[config.mk]
export PLATFORM = sky130hd
export DESIGN_NAME = slpd_status_led
export DESIGN_NICKNAME = d
export VERILOG_FILES = /design/src/common/slpd_pkg.sv /design/src/rtl/slpd_blinker.sv /design/src/rtl/slpd_status_led.sv
export SDC_FILE = /design/constraint.sdc
export NUM_CORES = 1
export LEC_CHECK = 0
export BUFFER_PORTS_ARGS = -buffer_cell sky130_fd_sc_hd__buf_2
export CAP_MARGIN = 20
export CORE_MARGIN = 4
export CORE_UTILIZATION = 56
export DETAILED_ROUTE_END_ITERATION = 16
export MAX_ROUTING_LAYER = met4
export PLACE_DENSITY = 0.89
export REMOVE_ABC_BUFFERS = 1
export SYNTH_ARGS = -nofsm -noshare
export SYNTH_HDL_FRONTEND = slang
export SYNTH_SLANG_ARGS = --single-unit
[constraint.sdc]
create_clock -name core_clk -period 4.9 [get_ports core_clk]
set_input_delay 0.735 -clock core_clk [delete_from_list [all_inputs] [get_ports core_clk]]
set_output_delay 0.735 -clock core_clk [all_outputs]
set_load 0.05 [all_outputs]
[src/common/slpd_pkg.sv]
package slpd_pkg;
	// ==========================================
	// timing
	localparam int unsigned CLK_HZ = 50000000;
	localparam int unsigned BLINK_HZ = 1;
	// half period of the blink, in clock cycles
	localparam int unsigned BLINK_HALF_CYC = CLK_HZ / (2 * BLINK_HZ);
	localparam int unsigned CODE_W = 8;
	localparam logic [7:0] CODE_RST = 8'h00;

	// ==========================================
	// severity classes, most severe last
	typedef enum logic [2:0] {
		SLPD_DARK,
		SLPD_OK,
		SLPD_DEGRADED,
		SLPD_NONFATAL,
		SLPD_FATAL
	} slpd_sev_t;

	// ==========================================
	// alarm inputs grouped by class
	typedef struct packed {
		logic cpuCatastrophicError;
		logic processorIdMismatch;
		logic cpu1Absent;
		logic cpuThermalShutdownTrip;
		logic powerGoodFault;
		logic memThermalShutdownTrip;
		logic southbridgeThermalShutdownTrip;
		logic cpuErrorLevel2;
		logic fault240va;
		logic mgmtVideoMemTestFail;
		logic mgmtBootLoaderImagesBad;
	} slpd_fatal_t;

	typedef struct packed {
		logic criticalThreshold;
		logic regulatorHot;
		logic fansBelowMinimum;
		logic memNoSpareNoMirror;
		logic memCorrErrOverThreshold;
		logic driveFault;
		logic powerSuppliesInsufficient;
	} slpd_nonfatal_t;

	typedef struct packed {
		logic redundancyLost;
		logic nonCriticalThreshold;
		logic otherDegraded;
	} slpd_degraded_t;

	typedef struct packed {
		logic green;
		logic amber;
	} slpd_led_t;
endpackage : slpd_pkg

[src/rtl/slpd_blinker.sv]
`timescale 1ns/10ps
`default_nettype none
// ==========================================
// free running square wave at the blink rate
module slpd_blinker #(
	parameter int unsigned HALF_CYC = slpd_pkg::BLINK_HALF_CYC
) (
	input wire logic core_clk,
	input wire logic srst,
	output logic blinkPhase
);
	logic [31:0] cnt_r;
	logic [31:0] cnt_nxt;
	logic phase_r;
	logic phase_nxt;

	always_comb begin
		cnt_nxt = cnt_r + 32'h1;
		phase_nxt = phase_r;
		if (cnt_r >= HALF_CYC - 1) begin
			cnt_nxt = 32'h0;
			phase_nxt = ~phase_r;
		end
	end

	always_ff @(posedge core_clk) begin
		if (srst) begin
			cnt_r <= 32'h0;
			phase_r <= 1'b0;
		end else begin
			cnt_r <= cnt_nxt;
			phase_r <= phase_nxt;
		end
	end

	assign blinkPhase = phase_r;
endmodule : slpd_blinker
`default_nettype wire

[src/rtl/slpd_status_led.sv]
`timescale 1ns/10ps
`default_nettype none
// Summary of operation
// - one colour and one pattern at once
// - healthy and management up: solid green
// - degraded conditions only: green blink 1 Hz
// - non-fatal alarm inputs: amber blink 1 Hz
// - unspared memory error threshold: amber blink
// - drive fault, supplies short: amber blink
// - fatal inputs: solid amber
// - processor id mismatch: solid amber
// - mgmt memory/images bad: amber, identify blue
// - power-down keeps indicator and sensor state
// - solid green at power-down turns LED off
// - written code latched onto LEDs at the next clock edge
// - code held until next write
// - LED 7 is MSB, LED 0 LSB
module slpd_status_led #(
	parameter int unsigned BLINK_HALF_CYC = slpd_pkg::BLINK_HALF_CYC
) (
	input wire logic core_clk,
	input wire logic srst,
	input wire logic acPowerPresent,
	input wire logic mgmtOperational,
	input wire logic systemPoweredDown,
	input wire slpd_pkg::slpd_fatal_t fatalIn,
	input wire slpd_pkg::slpd_nonfatal_t nonFatalIn,
	input wire slpd_pkg::slpd_degraded_t degradedIn,
	input wire logic codeWrite,
	input wire logic [slpd_pkg::CODE_W-1:0] codeData,
	output slpd_pkg::slpd_led_t statusLed,
	output logic identifyBlueOn,
	output logic [slpd_pkg::CODE_W-1:0] diagLed
);
	// ==========================================
	// class decode
	logic isFatal;
	logic isNonFatal;
	logic isDegraded;
	logic blinkPhase;
	slpd_pkg::slpd_sev_t liveSev;
	slpd_pkg::slpd_sev_t sev_r;
	slpd_pkg::slpd_sev_t sev_nxt;
	logic ident_r;
	logic ident_nxt;
	logic [slpd_pkg::CODE_W-1:0] code_r;
	logic [slpd_pkg::CODE_W-1:0] code_nxt;
	slpd_pkg::slpd_led_t led_r;
	slpd_pkg::slpd_led_t led_nxt;

	slpd_blinker #(.HALF_CYC(BLINK_HALF_CYC)) u_blink (
		.core_clk(core_clk),
		.srst(srst),
		.blinkPhase(blinkPhase)
	);

	always_comb begin
		isFatal = |fatalIn;
		isNonFatal = nonFatalIn.criticalThreshold | nonFatalIn.regulatorHot
			| nonFatalIn.fansBelowMinimum | nonFatalIn.driveFault
			| nonFatalIn.powerSuppliesInsufficient;
		// error count only matters when memory has no spare or mirror
		isNonFatal = isNonFatal
			| (nonFatalIn.memNoSpareNoMirror & nonFatalIn.memCorrErrOverThreshold);
		isDegraded = |degradedIn | ~mgmtOperational;
		// priority chain picks exactly one class
		if (isFatal) begin
			liveSev = slpd_pkg::SLPD_FATAL;
		end else if (isNonFatal) begin
			liveSev = slpd_pkg::SLPD_NONFATAL;
		end else if (isDegraded) begin
			liveSev = slpd_pkg::SLPD_DEGRADED;
		end else begin
			liveSev = slpd_pkg::SLPD_OK;
		end
	end

	// ==========================================
	// indicator state
	always_comb begin
		sev_nxt = sev_r;
		ident_nxt = ident_r;
		if (!acPowerPresent) begin
			sev_nxt = slpd_pkg::SLPD_DARK;
			ident_nxt = 1'b0;
		end else if (systemPoweredDown) begin
			// frozen on standby power; a healthy state goes dark instead
			if (sev_r == slpd_pkg::SLPD_OK) begin
				sev_nxt = slpd_pkg::SLPD_DARK;
			end
		end else begin
			sev_nxt = liveSev;
			ident_nxt = fatalIn.mgmtVideoMemTestFail | fatalIn.mgmtBootLoaderImagesBad;
		end
	end

	always_comb begin
		led_nxt = '0;
		unique case (sev_nxt)
			slpd_pkg::SLPD_DARK: led_nxt = '0;
			slpd_pkg::SLPD_OK: led_nxt.green = 1'b1;
			slpd_pkg::SLPD_DEGRADED: led_nxt.green = blinkPhase;
			slpd_pkg::SLPD_NONFATAL: led_nxt.amber = blinkPhase;
			slpd_pkg::SLPD_FATAL: led_nxt.amber = 1'b1;
		endcase
	end

	always_ff @(posedge core_clk) begin
		if (srst) begin
			sev_r <= slpd_pkg::SLPD_DARK;
			ident_r <= 1'b0;
			led_r <= '0;
		end else begin
			sev_r <= sev_nxt;
			ident_r <= ident_nxt;
			led_r <= led_nxt;
		end
	end

	// ==========================================
	// progress code display
	always_comb begin
		code_nxt = code_r;
		if (codeWrite) begin
			code_nxt = codeData;
		end
	end

	always_ff @(posedge core_clk) begin
		if (srst) begin
			code_r <= slpd_pkg::CODE_RST;
		end else begin
			code_r <= code_nxt;
		end
	end

	assign statusLed = led_r;
	assign identifyBlueOn = ident_r;
	// bit 7 drives LED 7, bit 0 drives LED 0
	assign diagLed = code_r;
endmodule : slpd_status_led
`default_nettype wire

[After elaboration in Yosys (flattened, before gate mapping)]
Cells that the tools add are included.
Storage, ports and cells
  bits in registers: 47
  bits in latches: 0
  bits in writable memories: 0
  memory bits (read-only): 0
  bits of input ports: 35
  memories kept: 0
Cells by class
  add/sub/neg operators: 1
  multiply operators: 0
  div/mod/pow operators: 0
  $lt $le $gt $ge: 1
  eq/ne operators: 5
  shifts and indexed selects: 0
  multiplexer cells: 8
  bitwise logic cells: 11
  reductions and logical operators: 4
Operators with widths (number)
  32-bit by 1-bit adder with 32-bit output, second input constant: 1
  32-bit by 25-bit >= comparator with 1-bit output, second input constant: 1
  3-bit two-way mux: 4
  11-bit OR reduction: 1
  1-bit OR: 7
  3-bit by 1-bit equality test with 1-bit output, second input constant: 2
  3-bit by 2-bit equality test with 1-bit output, second input constant: 2
  2-bit two-way mux: 2
  1-bit one-hot mux with 2 select lines: 2
  2-bit OR reduction: 2
  3-bit equality test, second input constant: 1
  1-bit inverter: 3
  3-bit OR reduction: 1
  1-bit bitwise AND: 1

[Longest topological paths before layout]
Gate-level depths: netlist (run 1).
  word-level depth: 11
  mapped depth: 6

[Cells and area by module]
From an unflattened synthesis (run 1), not the netlist that was laid out.
Unflattened totals
  cell total of the unflattened synthesis: 227
  area, all modules: 2109.5 um^2
By module, submodules not included
  slpd_blinker: instances 1, cells each 160, area each 1460.2 um^2
  slpd_status_led: instances 1, cells each 67, area each 649.4 um^2

[Worst setup path before layout (run 1)]
No wires, ideal clock.
  kind: input to register
  from: input nonFatalIn[5] (netlist bit)
  to: register led_r (netlist bit statusLed[0])
  setup time: 86 ps
  arrival: 1864 ps
  slack: 2951 ps
  stages: 5
  path buffers: 0
  path through: nor4_1 nand2_1 o21ai_0 a2111oi_0 a211oi_1
On the way
  longest elaborated chain between the ends: 11
Ends and longest elaborated chain
  from (decl): RTL line slpd_status_led.sv:27  | input wire slpd_pkg::slpd_nonfatal_t nonFatalIn,
  1-bit OR (*): RTL line slpd_status_led.sv:59  | isNonFatal = nonFatalIn.criticalThreshold | nonFatalIn.regulatorHot
  1-bit OR (*) (2 in series): RTL line slpd_status_led.sv:60  | | nonFatalIn.fansBelowMinimum | nonFatalIn.driveFault
  1-bit OR (*): RTL line slpd_status_led.sv:61  | | nonFatalIn.powerSuppliesInsufficient;
  1-bit OR (*): RTL line slpd_status_led.sv:64  | | (nonFatalIn.memNoSpareNoMirror & nonFatalIn.memCorrErrOverThreshold);
  2-bit two-way mux (*): RTL line slpd_status_led.sv:69  | end else if (isNonFatal) begin
  3-bit two-way mux (*): RTL line slpd_status_led.sv:67  | if (isFatal) begin
  3-bit two-way mux (*): RTL line slpd_status_led.sv:86  | end else if (systemPoweredDown) begin
  3-bit two-way mux (*): RTL line slpd_status_led.sv:83  | if (!acPowerPresent) begin
  3-bit equality test / 3-bit by 2-bit equality test with 1-bit output (equally long branches): RTL line slpd_status_led.sv:99  | unique case (sev_nxt)
  1-bit one-hot mux with 2 select lines (*): RTL line slpd_status_led.sv:99
  to (signal assigned): RTL line slpd_status_led.sv:116  | led_r <= led_nxt;
  to (decl): RTL line slpd_status_led.sv:48  | slpd_pkg::slpd_led_t led_r;
Every way passes the cells marked *; elsewhere a longest branch is shown, timed or not.
A chain may end at the register's enable or synchronous reset.

[Worst setup path after layout (run 1)]
Ends and elaborated chain as after synthesis.

==> key figures, run 1 <==
Synthesis
  • Adder-cell share of the synthesized area: 0.00643
  • Post-synthesis sequential area ratio: 0.483
  • Post-synth ARST share: 0
  • Synth Area per Inst: 9.36 um2
  • Syn Inst Count: 208
  • XOR/XNOR share of the synthesized area: 0.0990
  • Post-synthesis simple-gate area fraction: 0.274
  • Main combinational cell family by area after synthesis: simple AND/OR/NAND/NOR gates
  • Commonest cells post-synth: 47 x dfxtp_1, 38 x nor2_1, 12 x nand3_1
  • Top area cells in the synthesized netlist: dfxtp_1 48%, nor2_1 7.3%, xnor2_1 4.9%
  • Count leader, synth: dfxtp_1
  • Post-synth EDFFs: 0
  • Count of cell types in the netlist: 38
  • Yosys warning count: 0
  • Fraction of synthesized area in multiplexers: 0.0463
  • Primary FF master, synth: dfxtp_1
  • Synth Area in Compound Gates: 0.0662
  • Post-synthesis register bit count: 47
  • Leading area contributor after synthesis: dfxtp_1
  • Post-synthesis cell area: 1950 um2
  • Top-area cell type share of the netlist area: 0.483

Worst setup path
  • Reg-to-reg endpoint: u_blink.cnt_r[15]
  • Slowest CP cell: nor4_1
  • FF-to-FF setup slack: 3040 ps
  • Critical path type: in2reg
  • Crit-path cells: buf_2, nor4_1, nand2_1, o21ai_0, a2111oi_0, a211oi_1
  • CP startpoint kind: input port
  • WP data required: 5190 ps
  • Critical Path AT: 2220 ps
  • R2R cell count: 5
  • Start point of the critical path: nonFatalIn[5]
  • Worst r2r src: u_blink.cnt_r[10]
  • Worst stage delay on the critical path: 440 ps
  • CP Max Fanout: 4
  • Critical path endpoint category: flip-flop

Routing
  • Total number of vias: 1627
  • DRT Pass-1 Iters: 4
  • DRT iter0 DRCs: 68
  • Avg WL per Cell: 12.5 um
  • ANT nets after route: 0
  • Via/cell ratio: 5.27
  • DR DRC count: 0
  • Final WL: 3.85 mm

CTS
  • Post-CTS Setup Inserts: 0
  • CTS Hold Buffers Added: 0
  • Resized cells post-CTS: 0
  • H-tree Lvls: 2
  • CTS Buffer Depth: 2
  • Clk Latency, worst-skew pair: 360 ps
  • CTS Buf Count: 5
  • CTS root buf: clkbuf_4
  • CTS clk-pin slew, worst paths: 130 ps
  • CTS tree: built
  • # clock sinks: 47

Finish
  • Fin nets: 298
  • Layout cells sized above 1: 0.221
  • Antenna Cells: 0
  • Synth-to-Final Area Change: 16.9%

Hold path
  • Hold crit path type: reg2reg
  • Hold path cells: 1
  • Hold path startpoint: u_blink.cnt_r[0]
  • Worst Hold End: u_blink.cnt_r[0]

Timing
  • Final clock skew: 9.68 ps
  • Post-route setup slack: 2970 ps
  • Max-slew violation count: 0
  • Setup TNS: 0 ps
  • Max_slew headroom: 0.659
  • Tcrit/Tclk final: 0.394
  • Endpoints failing setup: 0
  • Post-layout min period: 1930 ps
  • RSZ-0062 raised after global routing: false
  • Fmax: 517 MHz
  • Final Hold Vio Count: 0
  • Worst-Margin Slew: 506 ps

Place
  • Pre-CTS setup slack: 2660 ps
  • Routability-driven placement congestion ratio: 0.831
  • I/O Buffers: 45
  • DP HPWL: 2.85 mm

Floorplanning
  • I/O pin count: 46
  • Num rows: 21
  • Die span in y: 67.0 um
  • Initial Util: 0.583
  • Total die area: 4480 um2
  • Die X: 67.0 um
  • Core area: 3340 um2

GRT
  • Gr usage total: 0.180
  • Largest net degree at the start of global routing: 26
  • First-pass GRT wire length: 5.98 mm
  • Gr ovfl total: 0
  • Vias in the first global route: 1428
  • Initial antenna violation count: 0

Power and ir drop
  • Pleak: 0.883 nW
  • Max VDD drop: 0.171 mV
  • Power per Cell Area: 275 nW/um2

Status
  • Outcome: complete, no violations

Flow run
  • Max cap viols: 0
## layer usage
| layer | up-vias | routed length [um] | track usage | part of all wire |
|---|---|---|---|---|
| li1 | 836 | - | - | - |
| met1 | 748 | 1610 | 0.191 | 0.42 |
| met2 | 35 | 1980 | 0.313 | 0.51 |
| met3 | 8 | 180 | 0.0422 | 0.047 |
| met4 | 0 | 74 | 0.0911 | 0.019 |
| met5 | - | 0 | - | 0 |
## area by class of cell
| class | count | area, um2 |
|---|---|---|
| fill | 276 | 1060 |
| multi-input combinational | 159 | 983 |
| sequential | 47 | 941 |
| timing repair buffer | 45 | 225 |
| tap | 46 | 57.6 |
| clock buffer | 6 | 41.3 |
| inverter | 4 | 15.0 |
| clock inverter | 2 | 12.5 |
## how the worst max path moves through the flow
stage | end | cells after the start
finish | statusLed[0] | 6
global route | statusLed[0] | 6
CTS | statusLed[0] | 6
detailed placement | statusLed[0] | 6
global placement | statusLed[0] | 6
floorplan | statusLed[0] | 5
## kinds of logic (layout without fill, tap and decap cells)
| logic type | Yosys count | count (layout) |
|---|---|---|
| adder cells (fa/ha/maj) | 1 | 1 |
| buffers and inverters | 8 | 57 |
| flip-flops | 47 | 47 |
| multiplexers | 9 | 9 |
| AO/OA/AOI/OAI | 18 | 18 |
| XOR/XNOR | 22 | 22 |
| other | 1 | 7 |
| AND/OR/NAND/NOR | 102 | 102 |
## state kept, by name, summed over array words and instances (netlist names)
register / cells
u_blink.cnt_r: 32
diagLed: 8
sev_r: 3
statusLed: 2
identifyBlueOn: 1
u_blink.blinkPhase: 1
## power by group
part / total, mW / internal [mW] / switching, mW
Combinational: 0.0575 / 0.0217 / 0.0358
Sequential: 0.395 / 0.392 / 0.00389
Clock: 0.172 / 0.0554 / 0.117
Total: 0.625 / 0.469 / 0.157
## worst max-delay path, delay by kind of cell
family	cells	cell delay, ps
AO/OA/AOI/OAI	3	860
AND/OR/NAND/NOR	2	530
buffers and inverters	1	90
## metrics by stage
stage / power, mW / std cells / hold WS (ps) / utilization / area (um2)
finish: 0.625 / 309 / 481 / 0.682 / 2280
global route: 0.654 / 309 / 521 / 0.682 / 2280
CTS: 0.633 / 309 / 489 / 0.682 / 2280
detailed placement: 0.462 / 301 / 459 / 0.666 / 2220
global placement: 0.459 / 301 / 444 / 0.666 / 2220
floorplan: 0.436 / 210 / 430 / - / 1940
## cell usage in the layout, fill, tap and decap left out, drive strengths merged
cell,count
a31o,1
nand2,11
nand2b,1
nand4b,1
inv,4
mux2i,9
a211oi,2
clkinvlp,1
a31oi,2
a21o,1
clkbuf,6
a41oi,1
and4,4
xnor2,11
ha,1
nand3b,2
and3,5
a21oi,4
xor2,11
nand3,12
dfxtp,47
or3,2
clkinv,1
nor3,8
nor2b,1
nor4b,1
a211o,1
o21ai,2
conb,7
nor2,39
buf,45
nand4,6
a2111oi,2
nor4,8
a311oi,1
a311o,1
or4,1
No activity file was read; power rests on OpenSTA's default activity.
==> run 2: changes to the inputs <==
Settings changed: CORE_UTILIZATION 56 to 52, PLACE_DENSITY 0.89 to 0.84.
Clock period 4.9 ns to 1.93 ns, I/O delays scaled along.
==> key figures, run 2 (synthesis results as in run 1) <==
Finish
  • Max reg flops: 32 (unchanged)
  • Synth-to-Final Area Change: 20.4%
  • Fillers: 300 (+8.7%)
  • Most frequent cells in the layout: 47 x dfxtp_1, 45 x buf_2, 38 x nor2_1
  • Antenna Cells: 0 (unchanged)
  • Most common cell after layout, fill and taps aside: dfxtp_1
  • Layout cells sized above 1: 0.229 (+0.00879)
  • Design area: 2340 um2 (+3.0%)
  • Fin nets: 301 (+1.0%)
  • Util after Layout: 0.676 (-0.00599)
  • Largest reg by FF count: u_blink.cnt_r

Routing
  • Total number of vias: 1667 (+2.5%)
  • Final WL: 4.16 mm (+7.9%)
  • Post-Route M1 WL: 1.73 mm (+7.2%)
  • Met2 WL: 2.11 mm (+6.2%)
  • Avg WL per Cell: 13.3 um (+6.9%)
  • DR DRC count: 0 (unchanged)
  • DR top layer: met4
  • DRT iter0 DRCs: 112 (+65%)
  • DR WL met3: 248 um (+38%)
  • ANT nets after route: 0 (unchanged)
  • Via/cell ratio: 5.34 (+1.5%)
  • DRT Pass-1 Iters: 4 (unchanged)

Place
  • I/O Buffers: 45 (unchanged)
  • Routability-driven placement congestion ratio: 0.864 (+3.9%)
  • Placed cell areas: 2240 um2 (+1.0%)
  • DP HPWL: 3.02 mm (+5.8%)
  • Pre-CTS setup slack: 144 ps (-2510 ps)

Worst setup path
  • Critical Path AT: 1980 ps (-240 ps)
  • FF-to-FF setup slack: 130 ps (-2910 ps)
  • Slowest CP cell: dfxtp_1
  • Crit path max-delay family: simple AND/OR/NAND/NOR gates
  • CP startpoint kind: flip-flop
  • Critical path type: reg2reg
  • CP Max Fanout: 25 (+21)
  • Buf+Inv Stages, Crit Path: 0 (-1)
  • Worst stage delay on the critical path: 440 ps (about the same)
  • Crit-path cells: a41oi_1, or3_1, a211o_2, nand3b_4, nor2_1
  • WP data required: 2100 ps (-3090 ps)
  • Critical path endpoint category: flip-flop

CTS
  • CTS root buf: clkbuf_8
  • CTS Buffer Depth: 2 (unchanged)
  • # clock sinks: 47 (unchanged)
  • H-tree Lvls: 2 (unchanged)
  • CTS Buf Count: 5 (unchanged)
  • CTS tree: built
  • Post-CTS Setup Inserts: 0 (unchanged)
  • Resized cells post-CTS: 0 (unchanged)
  • CTS Hold Buffers Added: 0 (unchanged)
  • CTS clk-pin slew, worst paths: 80 ps (-50 ps)
  • Clk Latency, worst-skew pair: 290 ps (-70 ps)

Floorplanning
  • Num rows: 21 (unchanged)
  • Die span in y: 69.2 um (+3.3%)
  • Die X: 69.2 um (+3.3%)
  • Initial Util: 0.561 (-0.0221)
  • Core area: 3470 um2 (+3.9%)
  • Total die area: 4790 um2 (+6.8%)
  • I/O pin count: 46 (unchanged)

Timing
  • Endpoints failing setup: 0 (unchanged)
  • Worst-Margin Slew: 538 ps (+31.9 ps)
  • Fmax: 554 MHz
  • Post-route setup slack: 126 ps (-2840 ps)
  • RSZ-0062 raised after global routing: false
  • Max_slew headroom: 0.640 (-0.0194)
  • Max-slew violation count: 0 (unchanged)
  • Tcrit/Tclk final: 0.935
  • Post-layout min period: 1800 ps
  • Setup TNS: 0 ps (unchanged)
  • Final Hold Vio Count: 0 (unchanged)
  • Final clock skew: 4.79 ps (-4.89 ps)

Power and ir drop
  • Max VDD drop: 0.541 mV (+220%)
  • Clock network fraction of total power: 0.349 (+0.073)
  • Combinational power share: 0.082 (-0.010)
  • Pleak: 0.922 nW (+4.5%)
  • P_sw: 0.388 mW (+150%)
  • Pint: 1.37 mW (+190%)
  • Sw frac: 0.220 (-0.0302)
  • Reg power frac: 0.568 (-0.064)
  • Power per Cell Area: 752 nW/um2 (+170%)

GRT
  • Initial antenna violation count: 0 (unchanged)
  • Vias in the first global route: 1593 (+12%)
  • Gr ovfl total: 0 (unchanged)
  • First-pass GRT wire length: 6.92 mm (+16%)
  • Gr usage total: 0.181 (+0.000229)
  • Largest net degree at the start of global routing: 26 (unchanged)

Status
  • Outcome: complete, no violations

Flow run
  • Max cap viols: 0 (unchanged)

Hold path
  • Hold crit path type: in2reg
[run 2: changes by cell type in the layout (fill, tap and decap cells not counted)]
cell	before	now
buf_4	0	3
clkbuf_8	0	7
clkinv_2	1	0
clkbuf_4	5	0
clkinvlp_4	1	0
[run 2: through the flow]
| stage | total power [mW] | cells | hold WS [ps] |
|---|---|---|---|
| floorplan | 1.11 | 210 | 359 |
| finish | 1.76 | 312 | 234 |
| detailed placement | 1.17 | 304 | 451 |
| global placement | 1.17 | 304 | 441 |
| global route | 1.83 | 312 | 248 |
| CTS | 1.77 | 312 | 237 |
[run 2: final cells by class]
| class | instances | area (um2) | share of cell area |
|---|---|---|---|
| multi-input cells | 159 | 983 | 0.419 |
| inverters | 4 | 15.0 | 0.00640 |
| flip-flops and latches | 47 | 941 | 0.401 |
| repair buffers | 48 | 248 | 0.106 |
| clock buffers | 8 | 100 | 0.0427 |
| well taps | 46 | 57.6 | 0.0245 |
[run 2: final timing paths]
| kind | to | depth (start not counted) | start |
|---|---|---|---|
| worst max-delay path | u_blink.cnt_r[11] | 5 | u_blink.cnt_r[11] |
| worst min-delay path | diagLed[4] | 3 | codeData[4] |
| worst max register to register | u_blink.cnt_r[11] | 5 | u_blink.cnt_r[11] |
| worst min register to register | u_blink.cnt_r[0] | 1 | u_blink.cnt_r[0] |
[run 2: power by group through the flow]
stage	Sequential, mW	Clock [mW]	Combinational [mW]
4_1_cts	1.00	0.626	0.145
5_1_grt	1.00	0.673	0.157
3_5_place_dp	1.02	0	0.145
2_1_floorplan	1.07	0	0.0386
6_report	1.00	0.616	0.145
3_3_place_gp	1.02	0	0.142
[run 2: layer usage]
metal / track usage / vias up
met5: - / -
met1: 0.196 / 763
li1: - / 848
met2: 0.304 / 48
met4: 0.0564 / 0
met3: 0.0696 / 8
[run 2: worst reg2reg max path: stages (launching register included)]
cell	delay, ps
dfxtp_1	440
a41oi_1	180
or3_1	370
a211o_2	360
nand3b_4	260
nor2_1	100
==> run 3: changes to the inputs <==
Clock period 1.93 ns to 1.7 ns, I/O delays scaled along.
==> key figures, run 3 (synthesis results as in run 1) <==
Status
  • Outcome: complete, no violations

Finish
  • Most frequent cells in the layout: 45 x buf_2, 44 x dfxtp_1, 37 x nor2_1
  • Largest reg by FF count: u_blink.cnt_r
  • Finished Layout Cells: 330 (+5.8%)
  • Design area: 2510 um2 (+7.2%)
  • Max reg flops: 32 (unchanged)
  • Fin nets: 320 (+6.3%)
  • Antenna Cells: 0 (unchanged)
  • Util after Layout: 0.724 (+0.0483)
  • Most common cell after layout, fill and taps aside: buf_2
  • Layout cells sized above 1: 0.306 (+0.0770)
  • Synth-to-Final Area Change: 29.0%
  • Fillers: 273 (-9.0%)

Place
  • Placed cell areas: 2400 um2 (+6.9%)
  • Dpl cells: 323 (+6.3%)
  • DP HPWL: 3.03 mm (+0.37%)
  • Pre-CTS setup slack: -38.9 ps (-182 ps)
  • Routability-driven placement congestion ratio: 0.826 (-4.4%)
  • I/O Buffers: 45 (unchanged)

Timing
  • Endpoints failing setup: 0 (unchanged)
  • Hold_ws: 195 ps (-38.9 ps)
  • Post-layout min period: 1620 ps (-179 ps)
  • Setup TNS: 0 ps (unchanged)
  • Worst-Margin Slew: 534 ps (-3.69 ps)
  • Final Hold Vio Count: 0 (unchanged)
  • Fmax: 615 MHz (+11%)
  • Post-route setup slack: 75.1 ps (-51.3 ps)
  • Final clock skew: 6.34 ps (+1.55 ps)
  • Max-slew violation count: 0 (unchanged)
  • Max_slew headroom: 0.642 (+0.00247)
  • RSZ-0062 raised after global routing: false
  • Tcrit/Tclk final: 0.956 (+0.0213)

CTS
  • CTS clk-pin slew, worst paths: 80 ps (about the same)
  • CTS tree: built
  • # clock sinks: 47 (unchanged)
  • CTS Buffer Depth: 2 (unchanged)
  • CTS Buf Count: 5 (unchanged)
  • H-tree Lvls: 2 (unchanged)
  • CTS root buf: clkbuf_8
  • Clk Latency, worst-skew pair: 300 ps (about the same)
  • Post-CTS Setup Inserts: 0 (unchanged)

Worst setup path
  • Critical Path AT: 1870 ps (-110 ps)
  • CP Max Fanout: 25 (unchanged)
  • Start point of the critical path: u_blink.cnt_r[10]
  • Worst r2r src: u_blink.cnt_r[10]
  • Critical path endpoint category: flip-flop
  • Critical path type: reg2reg
  • WP data required: 1940 ps (-160 ps)
  • CP startpoint kind: flip-flop

Floorplanning
  • Core area: 3470 um2 (unchanged)
  • Initial Util: 0.561 (unchanged)
  • Die span in y: 69.2 um (unchanged)
  • I/O pin count: 46 (unchanged)
  • Total die area: 4790 um2 (unchanged)
  • Die X: 69.2 um (unchanged)
  • Num rows: 21 (unchanged)

Flow run
  • Max cap viols: 0 (unchanged)

GRT
  • Vias in the first global route: 1624 (+1.9%)
  • First-pass GRT wire length: 6.96 mm (+0.51%)
  • Largest net degree at the start of global routing: 26 (unchanged)
  • Gr usage total: 0.180 (-0.000792)
  • Initial antenna violation count: 0 (unchanged)
  • Gr ovfl total: 0 (unchanged)

Routing
  • DR WL met3: 154 um (-38%)
  • Final WL: 4.08 mm (-1.9%)
  • DRT Pass-1 Iters: 4 (unchanged)
  • Post-Route M1 WL: 1.89 mm (+9.0%)
  • DR DRC count: 0 (unchanged)
  • Via/cell ratio: 5.13 (-4.0%)
  • Avg WL per Cell: 12.4 um (-7.3%)
  • Met2 WL: 2.01 mm (-4.7%)
  • DRT iter0 DRCs: 109 (-2.7%)
  • Total number of vias: 1692 (+1.5%)
  • ANT nets after route: 0 (unchanged)
  • DR top layer: met4

Power and ir drop
  • Max VDD drop: 0.492 mV (-9.0%)
  • Total power: 1.97 mW (+12%)
  • Power per Cell Area: 783 nW/um2 (+4.2%)
  • Pleak: 1.03 nW (+11%)

Hold path
  • Hold crit path type: in2reg
  • Hold path startpoint: codeData[3]
[run 3: cell types whose count changed in the layout (fill, tap and decap cells not counted), sizes merged]
cell / before / now
buf: 48 / 67
clkbuf: 8 / 6
clkinv: 0 / 1
[run 3: critical path: stages (launching register included)]
cell	delay, ps
dfxtp_1	320
or4_1	530
nor3_2	150
a211o_2	190
nand3b_4	80
buf_12	170
nor2_1	110
[run 3: power by group]
| part | total, mW | leakage (nW) | switching (mW) | internal [mW] |
|---|---|---|---|---|
| logic | 0.165 | 0.593 | 0.102 | 0.0630 |
| clock network | 0.665 | 0.0470 | 0.346 | 0.319 |
| registers | 1.14 | 0.385 | 0.0105 | 1.13 |
| total | 1.97 | 1.03 | 0.459 | 1.51 |
[run 3: worst paths after layout]
path	to	slack, ps	cells past startpoint
setup / recovery	u_blink.cnt_r[17]	80	6
hold / removal	diagLed[3]	200	3
setup reg to reg	u_blink.cnt_r[17]	80	6
hold reg to reg	u_blink.cnt_r[0]	470	1
[run 3: layout make-up]
cell class	instances	area, um2	area share
timing repair buffer	67	403	0.160
sequential	47	945	0.376
tap	46	57.6	0.0229
clock buffer	6	82.6	0.0329
inverter	4	15.0	0.00598
clock inverter	1	5.00	0.00199
multi-input combinational	159	1000	0.400
[run 3: what timing repair did]
| action | CTS | global route |
|---|---|---|
| setup endpoints to repair | 0 | 7 |
| gates resized for setup | 0 | 8 |
| hold buffers | 0 | 0 |
[run 3: routing by layer]
metal	global-route usage	vias to the layer above
li1	-	882
met1	0.201	778
met2	0.305	30
met3	0.0536	2
met4	0.0607	0
met5	-	-
